`src/hdl/mswc_pkg.sv`:
```
package mswc_pkg;

	// Sleep settings
	localparam logic [3:0] SLEEP_NONE      = 4'h0;
	localparam logic [3:0] SLEEP_PIN       = 4'h1;
	localparam logic [3:0] SLEEP_SERIAL    = 4'h2;
	localparam logic [3:0] SLEEP_CYC_FIRST = 4'h3;
	localparam logic [3:0] SLEEP_CYC_LAST  = 4'h8;

	// Reset values and the timeout minimum
	localparam logic [3:0]  SLEEP_RESET   = 4'h0;
	localparam logic        PWAKE_RESET   = 1'h0;
	localparam logic [15:0] TIMEOUT_RESET = 16'h0064;
	localparam logic [15:0] TIMEOUT_MIN   = 16'h0010;
	localparam logic [7:0]  INIT_LEN_RESET  = 8'h01;
	localparam logic [15:0] HOLDOFF_RESET   = 16'hFFFF;

	// Register byte offsets
	localparam logic [7:0] REG_SLEEP_CTRL = 8'h00;
	localparam logic [7:0] REG_TIMEOUT    = 8'h04;
	localparam logic [7:0] REG_INIT_CFG   = 8'h08;
	localparam logic [7:0] REG_STATUS     = 8'h0C;

	// Field positions
	localparam int SLEEP_LSB = 0;
	localparam int PWAKE_BIT = 4;
	localparam int ILEN_LSB  = 0;
	localparam int HOLD_LSB  = 16;

	// Timing
	localparam int CLK_HZ      = 100_000_000;
	localparam int TICK_MS     = 100;
	localparam int TICK_CYCLES = CLK_HZ / 1000 * TICK_MS;
	localparam int DETECT_US   = 35_000;
	localparam int DETECT_CYCLES = (DETECT_US * (CLK_HZ / 1_000_000));

	typedef enum logic [1:0] {
		MSWC_ACTIVE,
		MSWC_ASLEEP,
		MSWC_LISTEN,
		MSWC_SYNC
	} mswc_state_e;

	typedef struct packed {
		logic        cyc;
		logic        stb;
		logic        we;
		logic [7:0]  adr;
		logic [3:0]  sel;
		logic [31:0] dat;
	} mswc_wb_req_s;

	typedef struct packed {
		logic        ack;
		logic [31:0] dat;
	} mswc_wb_rsp_s;

endpackage

```
`src/hdl/mswc_top.sv`:
```
// Design decisions made here: the register offsets and register access over Wishbone.
`timescale 1ns/100ps
module mswc_top #(
	parameter int TICK_CNT   = mswc_pkg::TICK_CYCLES,
	parameter int DETECT_CNT = mswc_pkg::DETECT_CYCLES
) (
	// Clock and reset
	input  wire logic                   clk_i,
	input  wire logic                   rst_i,
	// Wishbone slave
	input  wire mswc_pkg::mswc_wb_req_s wb_req_i,
	output mswc_pkg::mswc_wb_rsp_s      wb_rsp_o,
	// Modem activity
	input  wire logic                   sleep_req_i,
	input  wire logic                   tx_pending_i,
	input  wire logic                   tx_active_i,
	input  wire logic                   rx_active_i,
	input  wire logic                   serial_sleep_i,
	input  wire logic                   initializer_i,
	// Power state
	output logic                        asleep_o,
	output logic                        rx_enable_o,
	output logic [7:0]                  initializer_length_o,
	output logic [15:0]                 initializer_holdoff_o
);
	import mswc_pkg::*;

	////////////////////////////////////////////////////////////////////////////
	// Helpers

	function automatic logic is_cyclic(input logic [3:0] s);
		is_cyclic = (s >= SLEEP_CYC_FIRST) && (s <= SLEEP_CYC_LAST);
	endfunction

	// Period in 100 ms ticks: 5 << (setting - 3)
	function automatic logic [7:0] period_ticks(input logic [3:0] s);
		logic [3:0] sh;
		sh = s - SLEEP_CYC_FIRST;
		period_ticks = 8'h05 << sh[2:0];
	endfunction

	////////////////////////////////////////////////////////////////////////////
	// Registers

	logic [3:0]  sleep_setting;
	logic        pin_wake_enable;
	logic [15:0] inactivity_timeout;
	logic [7:0]  initializer_length;
	logic [15:0] initializer_holdoff;
	mswc_state_e state;
	logic [15:0] idle_cnt;
	logic [7:0]  period_cnt;
	logic [31:0] tick_cnt;
	logic [31:0] det_cnt;
	logic        ack;
	logic [31:0] rdata;

	wire         wb_hit      = wb_req_i.cyc && wb_req_i.stb && !ack;
	wire         wb_wr       = wb_hit && wb_req_i.we;
	wire         wr_ctrl     = wb_wr && (wb_req_i.adr == REG_SLEEP_CTRL) && wb_req_i.sel[0];
	wire         wr_tmo      = wb_wr && (wb_req_i.adr == REG_TIMEOUT);
	wire         wr_init     = wb_wr && (wb_req_i.adr == REG_INIT_CFG);
	wire [15:0]  tmo_wdata   = {wb_req_i.sel[1] ? wb_req_i.dat[15:8] : inactivity_timeout[15:8],
	                            wb_req_i.sel[0] ? wb_req_i.dat[7:0] : inactivity_timeout[7:0]};
	// Out-of-range timeout writes are dropped so the value never goes below minimum
	wire         tmo_ok      = tmo_wdata >= TIMEOUT_MIN;
	wire [3:0]   wr_setting  = wb_req_i.dat[SLEEP_LSB +: 4];
	// Settings above 8 are refused; the old setting stays
	wire         setting_ok  = wr_setting <= SLEEP_CYC_LAST;

	always_ff @(posedge clk_i) begin
		if (rst_i) begin
			sleep_setting   <= SLEEP_RESET;
			pin_wake_enable <= PWAKE_RESET;
		end else if (wr_ctrl) begin
			if (setting_ok) begin
				sleep_setting <= wr_setting;
			end
			pin_wake_enable <= wb_req_i.dat[PWAKE_BIT];
		end
	end

	always_ff @(posedge clk_i) begin
		if (rst_i) begin
			inactivity_timeout <= TIMEOUT_RESET;
		end else if (wr_tmo && tmo_ok) begin
			inactivity_timeout <= tmo_wdata;
		end
	end

	always_ff @(posedge clk_i) begin
		if (rst_i) begin
			initializer_length  <= INIT_LEN_RESET;
			initializer_holdoff <= HOLDOFF_RESET;
		end else if (wr_init) begin
			if (wb_req_i.sel[0])
				initializer_length <= wb_req_i.dat[ILEN_LSB +: 8];
			if (wb_req_i.sel[2])
				initializer_holdoff[7:0] <= wb_req_i.dat[HOLD_LSB +: 8];
			if (wb_req_i.sel[3])
				initializer_holdoff[15:8] <= wb_req_i.dat[HOLD_LSB + 8 +: 8];
		end
	end

	// Unmapped reads return zero so software can probe the map safely
	function automatic logic [31:0] read_word(
		input logic [7:0]  adr,
		input logic [31:0] ctrl,
		input logic [31:0] tmo,
		input logic [31:0] init,
		input logic [31:0] stat
	);
		case (adr)
			REG_SLEEP_CTRL: read_word = ctrl;
			REG_TIMEOUT:    read_word = tmo;
			REG_INIT_CFG:   read_word = init;
			REG_STATUS:     read_word = stat;
			default:        read_word = 32'h00000000;
		endcase
	endfunction

	wire [31:0] ctrl_word   = {27'h0000000, pin_wake_enable, sleep_setting};
	wire [31:0] tmo_word    = {16'h0000, inactivity_timeout};
	wire [31:0] init_word   = {initializer_holdoff, 8'h00, initializer_length};
	wire [31:0] status_word = {24'h000000, 2'h0, rx_enable_o, asleep_o, 2'h0, state};
	wire [31:0] next_rdata  = read_word(wb_req_i.adr, ctrl_word, tmo_word, init_word, status_word);

	// One-cycle ack for every address; unmapped reads return zero
	always_ff @(posedge clk_i) begin
		if (rst_i) begin
			ack   <= 1'b0;
			rdata <= 32'h00000000;
		end else begin
			ack   <= wb_hit;
			rdata <= next_rdata;
		end
	end

	assign wb_rsp_o.ack = ack;
	assign wb_rsp_o.dat = rdata;

	////////////////////////////////////////////////////////////////////////////
	// 100 ms tick

	wire tick = (tick_cnt == 32'(TICK_CNT - 1));

	always_ff @(posedge clk_i) begin
		if (rst_i || tick) begin
			tick_cnt <= 32'h00000000;
		end else begin
			tick_cnt <= tick_cnt + 32'h00000001;
		end
	end

	////////////////////////////////////////////////////////////////////////////
	// Sleep control

	wire cyclic      = is_cyclic(sleep_setting);
	wire pin_wake    = cyclic && pin_wake_enable;
	wire pin_hold    = pin_wake && !sleep_req_i;
	wire busy        = tx_active_i || rx_active_i || tx_pending_i;
	wire use_timer   = cyclic || (sleep_setting == SLEEP_SERIAL);
	wire idle_done   = idle_cnt >= inactivity_timeout;
	wire det_done    = det_cnt == 32'(DETECT_CNT - 1);
	wire period_done = period_cnt >= period_ticks(sleep_setting);
	wire pin_asleep  = (sleep_setting == SLEEP_PIN) && sleep_req_i;
	wire ser_asleep  = (sleep_setting == SLEEP_SERIAL) && serial_sleep_i;

	// Named state decodes keep the counter clears readable
	wire in_active   = (state == MSWC_ACTIVE);
	wire in_asleep   = (state == MSWC_ASLEEP);
	wire in_listen   = (state == MSWC_LISTEN);

	// Idle counter restarts on any activity, including pin release
	always_ff @(posedge clk_i) begin
		if (rst_i || busy || pin_hold || !in_active || !use_timer) begin
			idle_cnt <= 16'h0000;
		end else if (tick && !idle_done) begin
			idle_cnt <= idle_cnt + 16'h0001;
		end
	end

	always_ff @(posedge clk_i) begin
		if (rst_i || !in_asleep) begin
			period_cnt <= 8'h00;
		end else if (tick) begin
			period_cnt <= period_cnt + 8'h01;
		end
	end

	// Initializer must be seen continuously for the detect time
	always_ff @(posedge clk_i) begin
		if (rst_i || !initializer_i || !in_listen) begin
			det_cnt <= 32'h00000000;
		end else if (!det_done) begin
			det_cnt <= det_cnt + 32'h00000001;
		end
	end

	mswc_state_e next_state;

	always_comb begin
		next_state = state;
		unique case (state)
			MSWC_ACTIVE: begin
				if (use_timer && idle_done && !busy && !pin_hold) begin
					next_state = MSWC_ASLEEP;
				end
			end
			MSWC_ASLEEP: begin
				if (!cyclic) begin
					next_state = MSWC_ACTIVE;
				end else if (pin_hold) begin
					next_state = MSWC_ACTIVE;
				end else if (period_done) begin
					next_state = MSWC_LISTEN;
				end
			end
			MSWC_LISTEN: begin
				if (!cyclic || pin_hold || tx_pending_i) begin
					next_state = MSWC_ACTIVE;
				end else if (det_done) begin
					next_state = MSWC_SYNC;
				end else if (tick && !initializer_i) begin
					next_state = MSWC_ASLEEP;
				end
			end
			MSWC_SYNC: begin
				if (!initializer_i) begin
					next_state = MSWC_ACTIVE;
				end
			end
		endcase
	end

	always_ff @(posedge clk_i) begin
		if (rst_i) begin
			state <= MSWC_ACTIVE;
		end else begin
			state <= next_state;
		end
	end

	always_ff @(posedge clk_i) begin
		if (rst_i) begin
			asleep_o    <= 1'b0;
			rx_enable_o <= 1'b1;
		end else begin
			asleep_o    <= (next_state == MSWC_ASLEEP) || pin_asleep || ser_asleep;
			rx_enable_o <= (next_state == MSWC_ACTIVE) && !pin_asleep && !ser_asleep;
		end
	end

	// Host must keep these consistent with the cyclic period
	assign initializer_length_o  = initializer_length;
	assign initializer_holdoff_o = initializer_holdoff;

endmodule // mswc_top

```
`config.mk`:
```
export PLATFORM = sky130hd
export DESIGN_NAME = mswc_top
export DESIGN_NICKNAME = d
export VERILOG_FILES = /design/src/hdl/mswc_pkg.sv /design/src/hdl/mswc_top.sv
export SDC_FILE = /design/constraint.sdc
export NUM_CORES = 1
export LEC_CHECK = 0
export ABC_AREA = 1
export BUFFER_PORTS_ARGS = -buffer_cell sky130_fd_sc_hd__clkbuf_2
export CORE_MARGIN = 3
export CORE_UTILIZATION = 23
export DETAILED_ROUTE_END_ITERATION = 7
export GPL_TIMING_DRIVEN = 1
export MAX_ROUTING_LAYER = met4
export PLACE_DENSITY = 0.37
export SLEW_MARGIN = 25
export SYNTH_ARGS = -nofsm -noshare
export SYNTH_HDL_FRONTEND = slang
export SYNTH_SLANG_ARGS = --single-unit
```
`constraint.sdc`:
```
create_clock -name clk_i -period 2.8 [get_ports clk_i]
set_input_delay 0.28 -clock clk_i [delete_from_list [all_inputs] [get_ports clk_i]]
set_output_delay 0.28 -clock clk_i [all_outputs]
set_load 0.005 [all_outputs]
```
==> results of run 1 <==
-- cell usage after synthesis, types with 3 or more instances --
library cell    n
a211oi_1        5
a21oi_1        98
a221oi_1        3
a31oi_1         3
and3_1          3
buf_2           9
clkbuf_1       13
dfxtp_1       170
ha_1           28
inv_1         182
inv_2           7
nand2_1       243
nand2_2         7
nand3_1        56
nand4_1        42
nor2_1        122
nor2_2          9
nor2_4          9
nor3_1         75
nor3_4          3
nor3b_1         5
nor4_1          9
o211ai_1       19
o21a_1          4
o21ai_0        62
o21ai_1         3
o22ai_1         4
or2_2           9
xor2_1          5
-- layout make-up --
type	count	area, um^2	share of cell area [%]
clock buffer	20	446.7	4.359
timing repair buffer	121	625.6	6.105
multi-input combinational	844	4363	42.58
sequential	170	3403	33.21
inverter	191	719.4	7.021
tap	468	585.6	5.714
clock inverter	12	103.9	1.013
-- state kept, by name, summed over array words and instances (netlist names), 2 cells and up --
| signal | flops |
|---|---|
| rdata | 32 |
| initializer_length_o | 8 |
| state | 2 |
| det_cnt | 32 |
| period_cnt | 8 |
| inactivity_timeout | 16 |
| initializer_holdoff_o | 16 |
| sleep_setting | 4 |
| idle_cnt | 16 |
| tick_cnt | 32 |
-- metal layers --
metal | part of all wire (%) | global-route usage [%] | up-vias
met5 | 0 | - | -
met2 | 45 | 21.07 | 109
met1 | 51 | 18.28 | 3692
met4 | 0.73 | 2.655 | 0
met3 | 3.1 | 2.563 | 12
li1 | - | - | 4281
-- where the power goes --
group / internal, mW / total [mW] / switching (mW)
Combinational: 0.0463 / 0.130 / 0.0841
Sequential: 2.42 / 2.42 / 0.00321
Clock: 1.19 / 2.29 / 1.10
-- cell families (layout without fill, tap and decap cells) --
family	after synthesis	after routing	share of synthesized area, %
buffers and inverters	215	344	9.638
adder cells (fa/ha/maj)	28	28	4.076
flip-flops	170	170	39.60
XOR/XNOR	7	7	0.7134
AND/OR/NAND/NOR	603	603	32.74
AO/OA/AOI/OAI	206	206	13.23
-- worst register-to-register path: cells and delay by family (launching register included) --
kind	cells	cell delay, ns
AND/OR/NAND/NOR	11	1.20
flip-flops	1	0.42
adder cells (fa/ha/maj)	1	0.31
AO/OA/AOI/OAI	1	0.19
buffers and inverters	1	0.07
-- path summary, 6_finish.rpt --
path                               to  slack (ns)
max                       idle_cnt[4]        0.51
min          initializer_holdoff_o[9]        0.05
max reg2reg               idle_cnt[4]        0.51
min reg2reg               tick_cnt[0]        0.45
-- stage by stage --
step | std cells | utilization [%] | instance area, um^2 | total power [mW] | setup slack (ns)
global placement | 1794 | 26.42 | 9697 | 2.615 | 0.5308
detailed placement | 1794 | 26.42 | 9697 | 2.614 | 0.4707
finish | 1826 | 27.92 | 10250 | 4.847 | 0.5064
global route | 1826 | 27.92 | 10250 | 5.042 | 0.1859
floorplan | 1229 | - | 8594 | 2.542 | 0.8167
CTS | 1826 | 27.92 | 10250 | 4.942 | 0.4535
==> metrics.md, run 1 <==
| Metric | Value |
|---|---|
| Die height | 199.3 um |
| Post-synth ARST share | 0% |
| Normalized max-slew margin | 59.10% |
| Synth Register Bits | 170 |
| Die area | approximately 40000 um^2 |
| Static Leak | 4.112 nW |
| Detailed-route wire length | approximately 26 mm |
| DR iter-0 viols | 389 |
| Most frequent cells in the layout | nand2_1, inv_1, dfxtp_1 |
| Root cell of the clock tree | clkbuf_16 |
| Hold_ws | 0.05391 ns |
| Via/cell ratio | between 4 and 5 |
| Synth Cell Area | about 8600 um^2 |
| Hold Path Depth | 3 |
| Post-CTS Hold Fix Bufs | 0 |
| Number of flops mapped to enable cells by yosys | 0 |
| Max-cap check violation count | 0 |
| Average size of a mapped cell | 6.993 um^2 |
| Setup Skew | about 0.017 ns |
| Critical Path Start Type | register |
| Count of cell types in the netlist | 46 |
| Crit. End Element | register |
| Peak supply drop | 401.5 uV |
| Yosys top cell area share | 39.60% |
| Fillers | 4072 |
| Setup TNS | 0 ns |
| Resized Gates After CTS | 0 |
| CTS tree | built |
| # setup viols final | 0 |
| Area contributors post-synth | dfxtp_1, nand2_1, inv_1 |
| WP depth | 14 |
| GRT Total Usage | 13.46% |
| H-tree depth | 4 |
| Core area | approximately 37000 um^2 |
| Post-CTS Setup Repair Bufs | 0 |
| Initial antenna violation count | 0 |
| Worst path cell trace | inv_1 > ha_1 > nand2_1 > nand2_1 > nand2_1 > nand2_1 > nand2_1 > nand2_1 > nand2_1 > nand3_1 > nor2_2 > nand3_1 > o21ai_0 > nor2_1 |
| Vias | 8094 |
| Share of post-route cells with drive strength above 1 | ~15% |
| I/O Buffers | 113 |
| Largest stage delay, worst path | 0.42 ns |
| Worst-path maximum fanout | 6 |
| Power Density | 473.0 nW/um^2 |
| Count of final hold-check violations | 0 |
| Area leader, netlist | dfxtp_1 |
| Routability cong. | between 0.7 and 0.8 |
| Req. time, crit path | 3.13 ns |
| Post-synthesis instance total | 1229 |
| Total gr overflow | 0 |
| Crit path from | inactivity_timeout[1] |
| Fmax | 436.0 MHz |
| Top delay family on crit path | simple AND/OR/NAND/NOR gates |
| Final Critical Period | 2.294 ns |
| Largest net degree at the start of global routing | 50 |
| CTS buffer count | 17 |
| Starting density of the core | 23.42% |
| Worst hold start | wb_req_i[25] |
| Worst Hold Class | input port to register |
| First-pass GRT wire length | slightly above 40 mm |
| CP bufs+invs | 1 |
| Hpwl dp | 19.92 mm |
| Clock slew at reported path FFs | 0.08 ns |
| Yosys warning count | 0 |
| # DRC | 0 |
| Critical Path Most Common Cell | nand2_1 |
| Final Cycle Share | 81.91% |
| N_diodes | 0 |
| R2R depth | 14 |
| Cell Rows | 70 |
| Slew @ Worst Pin | around 0.61 ns |
| Most common cell after layout, fill and taps aside | nand2_1 |
| Drt wl/cell | roughly 14 um |
| Synth Flop Type | dfxtp_1 |
| Critical path type | register to register |
| Die Wd | roughly 200 um |
| Fin. max-slew vios | 0 |
| RSZ-0062 raised after global routing | no |
| Final nets | 1428 |
| Vias in the first global route | 7862 |
| Antenna viol nets, final | 0 |
| Seq/Total Area, Yosys | 39.60% |
| Slowest stage cell, crit path | dfxtp_1 |
| DRT Pass-1 Iters | 4 |
| Area growth syn-to-layout | 19.23% |
| Syn_nets | between 1k and 1.5k |
| Reg2reg start | inactivity_timeout[1] |
| Clock latency at the later pin of the worst-skew pair | between 0.4 and 0.5 ns |
| Io pins | 114 |
| Status | completed |
| CP Data Arrival Time | 2.63 ns |
| CTS sink cnt | 170 |
| Clock Path Buffers | 2 |
No activity file was read; power rests on OpenSTA's default activity.
==> inputs of run 2 (changes only) <==
Settings changed: PLACE_DENSITY 0.37 to 0.38.
Clock period 2.8 ns to 2 ns, I/O delays scaled along.
==> metrics.md, run 2 (same netlist as run 1, synthesis figures left out) <==
| Metric | Value |
|---|---|
| H-tree depth | 4 (unchanged) |
| Most common cell after layout, fill and taps aside | nand2_1 |
| Biggest regs | det_cnt (32), rdata (32), tick_cnt (32) |
| Slew @ Worst Pin | 0.4910 ns (-0.1208 ns) |
| Post-Route Utilization | 31.76% (+3.8 points) |
| Slowest stage cell, crit path | dfxtp_4 |
| Reg2reg start | sleep_setting[0] |
| Final nets | 1545 (+8.2%) |
| Cell Rows | 70 (unchanged) |
| Most frequent cells in the layout | nand2_1, inv_1, dfxtp_1 |
| Worst path cell trace | nand2_4 > nor2_4 > nor2_4 > inv_2 > nand2_2 > ha_4 > nand2_2 > o21a_1 > a21boi_2 > nand3_1 > nand2_1 > nand2_2 > inv_1 > nand3_1 > nand2_1 |
| Hpwl dp | 20.56 mm (+3.2%) |
| RSZ-0062 raised after global routing | yes |
| R2R depth | 15 (+1) |
| Final Cycle Share | 95.21% (+13 points) |
| R2R setup slack | 0.1 ns (-0.41 ns) |
| Setup TNS | 0 ns (unchanged) |
| Normalized max-slew margin | 66.96% (+7.9 points) |
| Fmax | 525.2 MHz (+20%) |
| Placed cell area | 10380 um^2 (+7.0%) |
| DRT Pass-1 Iters | 5 (+1) |
| Die Wd | 199.3 um (unchanged) |
| Critical Path Start Type | register |
| Antenna viol nets, final | 0 (unchanged) |
| Layout Cells excl Fill | 1943 (+6.4%) |
| Vias | 8600 (+6.3%) |
| Final Critical Period | 1.904 ns (-0.3894 ns) |
| First-pass GRT wire length | 42.37 mm (+2.0%) |
| Detailed-route wire length | 26.87 mm (+4.3%) |
| CTS sink cnt | 170 (unchanged) |
| # DRC | 0 (unchanged) |
| Total gr overflow | 0 (unchanged) |
| Worst hold start | wb_req_i[1] |
| Power Density | 594.3 nW/um^2 (+26%) |
| Starting density of the core | 23.42% (unchanged) |
| Static Leak | 4.788 nW (+16%) |
| Clock slew at reported path FFs | 0.08 ns (about the same) |
| # setup viols final | 0 (unchanged) |
| R2r endpoint | asleep_o |
| Initial antenna violation count | 0 (unchanged) |
| Clock latency at the later pin of the worst-skew pair | 0.45 ns (about the same) |
| GRT Total Usage | 13.80% (+0.34 points) |
| I/O Buffers | 113 (unchanged) |
| Largest stage delay, worst path | 0.42 ns (about the same) |
| Share of post-route cells with drive strength above 1 | 25.90% (+11 points) |
| Largest net degree at the start of global routing | 37 (-26%) |
| CP Capture Point | asleep_o |
| Die area | 39720 um^2 (unchanged) |
| Worst-path maximum fanout | 6 (unchanged) |
| Critical Path Most Common Cell | nand2_2 |
| Clock Path Buffers | 2 (unchanged) |
| Worst Hold Class | input port to register |
| Cells after DPL | 1880 (+4.8%) |
| Fin. max-slew vios | 0 (unchanged) |
| Req. time, crit path | 2.33 ns (-0.80 ns) |
| CTS buffer count | 17 (unchanged) |
| Max-cap check violation count | 0 (unchanged) |
| Routability cong. | 0.8156 (+5.1%) |
| DR iter-0 viols | 319 (-18%) |
| Setup Skew | 0.01224 ns (-0.004389 ns) |
| CP Data Arrival Time | 2.23 ns (-0.40 ns) |
| Via/cell ratio | 4.426 (-0.15%) |
| Peak supply drop | 557.1 uV (+39%) |
| Core area | 36700 um^2 (unchanged) |
| Vias in the first global route | 8274 (+5.2%) |
| Crit path from | sleep_setting[0] |
| Drt wl/cell | 13.83 um (-2.0%) |
| Status | completed |
| Final Instance Area | 11650 um^2 (+14%) |
| Die height | 199.3 um (unchanged) |
| Count of final hold-check violations | 0 (unchanged) |
| N_diodes | 0 (unchanged) |
| Crit. End Element | register |
| Io pins | 114 (unchanged) |
| CTS tree | built |
| Critical path type | register to register |
| Root cell of the clock tree | clkbuf_16 |
| Area growth syn-to-layout | 35.59% |
==> run 2: cell types whose count changed in the layout (fill, tap and decap cells not counted), moves of 15 or more <==
cell / delta
buf_4: +91
dfxtp_1: -15
dlygate4sd3_1: +22
nand2_1: -16
==> run 2: layout make-up <==
type / instances / area, um^2
clock buffers: 19 / 432.9
clock inverters: 13 / 123.9
fillers: 3985 / 25040
inverters: 191 / 721.9
multi-input cells: 844 / 4762
flip-flops and latches: 170 / 3427
well taps: 468 / 585.6
repair buffers: 238 / 1600
==> run 2: report_power, final <==
| part | internal [mW] | switching [mW] |
|---|---|---|
| clock | 1.65 | 1.64 |
| combinational | 0.113 | 0.129 |
| sequential | 3.39 | 0.00608 |
| total | 5.15 | 1.77 |
==> run 2: per-stage QoR <==
step	hold WS [ns]	worst slack (ns)	power [mW]
final	0.04460	0.09579	6.925
after global routing	0.04791	-0.06467	7.221
after CTS	0.02540	0.01130	7.070
after detailed placement	0.4236	-0.1543	3.678
after global placement	0.4151	-0.09193	3.678
after floorplan	0.3132	0.01672	3.559
==> run 2: worst max-delay path, delay by kind of cell (launching register included) <==
| kind | cells | cell delay (ns) |
|---|---|---|
| AOI/OAI and AO/OA | 2 | 0.31 |
| buffers and inverters | 2 | 0.11 |
| and+or+nand+nor | 10 | 0.67 |
| adders and majority gates | 1 | 0.28 |
| DFF | 1 | 0.42 |
==> run 2: worst min-delay path by stage <==
stage	to	slack, ns	cells after the start
3_3_place_gp	initializer_holdoff_o[7]	0.42	3
4_1_cts	inactivity_timeout[1]	0.03	3
5_1_grt	inactivity_timeout[1]	0.05	3
2_1_floorplan	initializer_holdoff_o[7]	0.31	2
6_report	inactivity_timeout[1]	0.04	3
3_5_place_dp	initializer_holdoff_o[13]	0.42	3
==> run 2: timing repair <==
| action | 4_1_cts | 5_1_grt |
|---|---|---|
| endpoints found under the hold margin | 22 | 0 |
| pin swaps | 1 | 41 |
| resized for setup | 5 | 105 |
| buffers inserted | 0 | 9 |
| setup endpoints to repair | 13 | 41 |
| hold buffers | 22 | 0 |
==> run 2: layer usage <==
layer	part of all wire (%)	wire length [um]	track usage [%]	vias up
met5	0	0	-	-
met4	1.1	283	3.722	0
met3	2.5	664	2.327	16
met2	47	12540	22.02	91
met1	50	13390	18.17	3961
li1	-	-	-	4532
==> inputs of run 3 (changes only) <==
Settings changed: REMOVE_ABC_BUFFERS set to 1.
==> metrics.md, run 3 (same netlist as run 1, synthesis figures left out) <==
| Metric | Value |
|---|---|
| Status | completed |
| Routability cong. | 0.7961 (-2.4%) |
| Die Wd | 199.3 um (unchanged) |
| End point of the worst hold path | initializer_length_o[0] |
| Most common cell after layout, fill and taps aside | nand2_1 |
| Setup Skew | 0.01422 ns (+0.001980 ns) |
| R2r endpoint | idle_cnt[11] |
| Drt wl/cell | 14.07 um (+1.7%) |
| R2R depth | 13 (-2) |
| CTS buffer count | 17 (unchanged) |
| DRT Pass-1 Iters | 5 (unchanged) |
| CTS tree | built |
| Initial antenna violation count | 0 (unchanged) |
| Slowest stage cell, crit path | dfxtp_1 |
| Die area | 39720 um^2 (unchanged) |
| # setup viols final | 0 (unchanged) |
| Cells after DPL | 1883 (+0.16%) |
| Share of post-route cells with drive strength above 1 | 27.05% (+1.2 points) |
| First-pass GRT wire length | 43.17 mm (+1.9%) |
| Most frequent cells in the layout | nand2_1, inv_1, dfxtp_1 |
| Fmax | 524.7 MHz (about the same) |
| Clock Path Buffers | 2 (unchanged) |
| Critical Path Start Type | register |
| Via/cell ratio | 4.428 (about the same) |
| Count of final hold-check violations | 0 (unchanged) |
| RSZ-0062 raised after global routing | yes |
| Starting density of the core | 23.42% (unchanged) |
| Worst-path maximum fanout | 4 (-2) |
| CP Data Arrival Time | 2.28 ns (+0.05 ns) |
| Core area | 36700 um^2 (unchanged) |
| Slew @ Worst Pin | 0.4981 ns (+0.007020 ns) |
| Sequential Area | 3441 um^2 (+0.40%) |
| Reg2reg start | inactivity_timeout[13] |
| Largest net degree at the start of global routing | 37 (unchanged) |
| R2R setup slack | 0.09 ns (about the same) |
| Root cell of the clock tree | clkbuf_16 |
| Power Density | 592.6 nW/um^2 (-0.29%) |
| Io pins | 114 (unchanged) |
| Req. time, crit path | 2.37 ns (+0.04 ns) |
| Cell Rows | 70 (unchanged) |
| Normalized max-slew margin | 66.76% (-0.20 points) |
| GRT Total Usage | 14.11% (+0.31 points) |
| Hold_ws | 0.03150 ns (-0.01310 ns) |
| Final Cycle Share | 95.29% (about the same) |
| Total gr overflow | 0 (unchanged) |
| Clock latency at the later pin of the worst-skew pair | 0.45 ns (about the same) |
| Area growth syn-to-layout | 35.89% |
| Worst Hold Class | input port to register |
| Worst path cell trace | inv_1 > ha_4 > nand2_1 > inv_1 > o21ai_1 > nand2_1 > nor2_2 > nand3_4 > buf_6 > nor2_4 > nand2_2 > or2_0 > a21oi_1 |
| Crit. End Element | register |
| Hpwl dp | 21.14 mm (+2.9%) |
| DR iter-0 viols | 386 (+21%) |
| Peak supply drop | 588.9 uV (+5.7%) |
| # DRC | 0 (unchanged) |
| N_diodes | 0 (unchanged) |
| Area occupied by multi-input gates | 4770 um^2 (+0.16%) |
| H-tree depth | 4 (unchanged) |
| Critical path type | register to register |
| Worst hold start | wb_req_i[0] |
| Antenna viol nets, final | 0 (unchanged) |
| Vias | 8604 (+0.047%) |
| Fin. max-slew vios | 0 (unchanged) |
| Max-cap check violation count | 0 (unchanged) |
| CP bufs+invs | 3 (+1) |
| I/O Buffers | 113 (unchanged) |
| CTS sink cnt | 170 (unchanged) |
| Largest stage delay, worst path | 0.30 ns (-0.12 ns) |
| Die height | 199.3 um (unchanged) |
| Clock slew at reported path FFs | 0.07 ns (about the same) |
| Final nets | 1545 (unchanged) |
| Layout Cells excl Fill | 1943 (unchanged) |
| Fillers | 4001 (+0.40%) |
| Top delay family on crit path | simple AND/OR/NAND/NOR gates |
| Biggest regs | det_cnt (32), rdata (32), tick_cnt (32) |
| Hold Path Depth | 3 (unchanged) |
| Final Critical Period | 1.906 ns (+0.001505 ns) |
| Detailed-route wire length | 27.34 mm (+1.7%) |
| Static Leak | 4.775 nW (-0.28%) |
| Vias in the first global route | 8262 (-0.15%) |
## run 3: layer usage
layer | routed length, um | vias up | track usage, %
met3 | 927 | 17 | 2.630
met4 | 330 | 0 | 3.436
li1 | - | 4539 | -
met5 | 0 | - | -
met1 | 13730 | 3923 | 18.66
met2 | 12350 | 125 | 22.42
## run 3: tightest hold or removal path: stages
cell and delay (ns):
clkbuf_2 0.11, nand2_1 0.05, o211ai_1 0.06
## run 3: metrics by stage
stage	util (%)	TNS [ns]	area (um^2)	power, mW	worst slack [ns]
floorplan	-	-0.1926	8486	3.540	-0.02010
global placement	28.38	-0.9615	10420	3.686	-0.1078
detailed placement	28.38	-1.327	10420	3.684	-0.1149
CTS	30.53	0	11200	7.084	0.003185
global route	31.82	-0.1903	11680	7.210	-0.08362
finish	31.82	0	11680	6.920	0.09429
## run 3: how the worst max path moves through the flow
| stage | from | end | slack (ns) | cells after the start |
|---|---|---|---|---|
| after global routing | inactivity_timeout[2] | idle_cnt[11] | -0.08 | 15 |
| after detailed placement | sleep_setting[0] | rx_enable_o | -0.11 | 14 |
| final | inactivity_timeout[13] | idle_cnt[11] | 0.09 | 13 |
| after CTS | tick_cnt[0] | tick_cnt[12] | 0.003 | 12 |
| after global placement | tick_cnt[0] | idle_cnt[14] | -0.11 | 11 |
| after floorplan | rst_i | det_cnt[0] | -0.02 | 5 |
## run 3: layout make-up
type	count	area share (%)
Timing Repair Buffer	238	13.77
Inverter	191	6.182
Clock inverter	15	1.093
Multi-Input combinational cell	844	40.84
Clock buffer	17	3.643
Tap cell	468	5.014
Sequential cell	170	29.46
## run 3: what timing repair did
action | 4_1_cts | 5_1_grt
gates cloned | 0 | 0
resized for setup | 10 | 108
hold endpoints to repair | 19 | 0
setup endpoints to repair | 50 | 65
hold buffers | 20 | 0
setup buffers | 0 | 8
pin swaps | 0 | 31
## run 3: report_power, final
group / internal [mW] / switching [mW] / leakage (nW)
registers: 3.39 / 0.00569 / 1.38
logic: 0.111 / 0.132 / 3.12
clock network: 1.64 / 1.64 / 0.273
total: 5.14 / 1.78 / 4.77
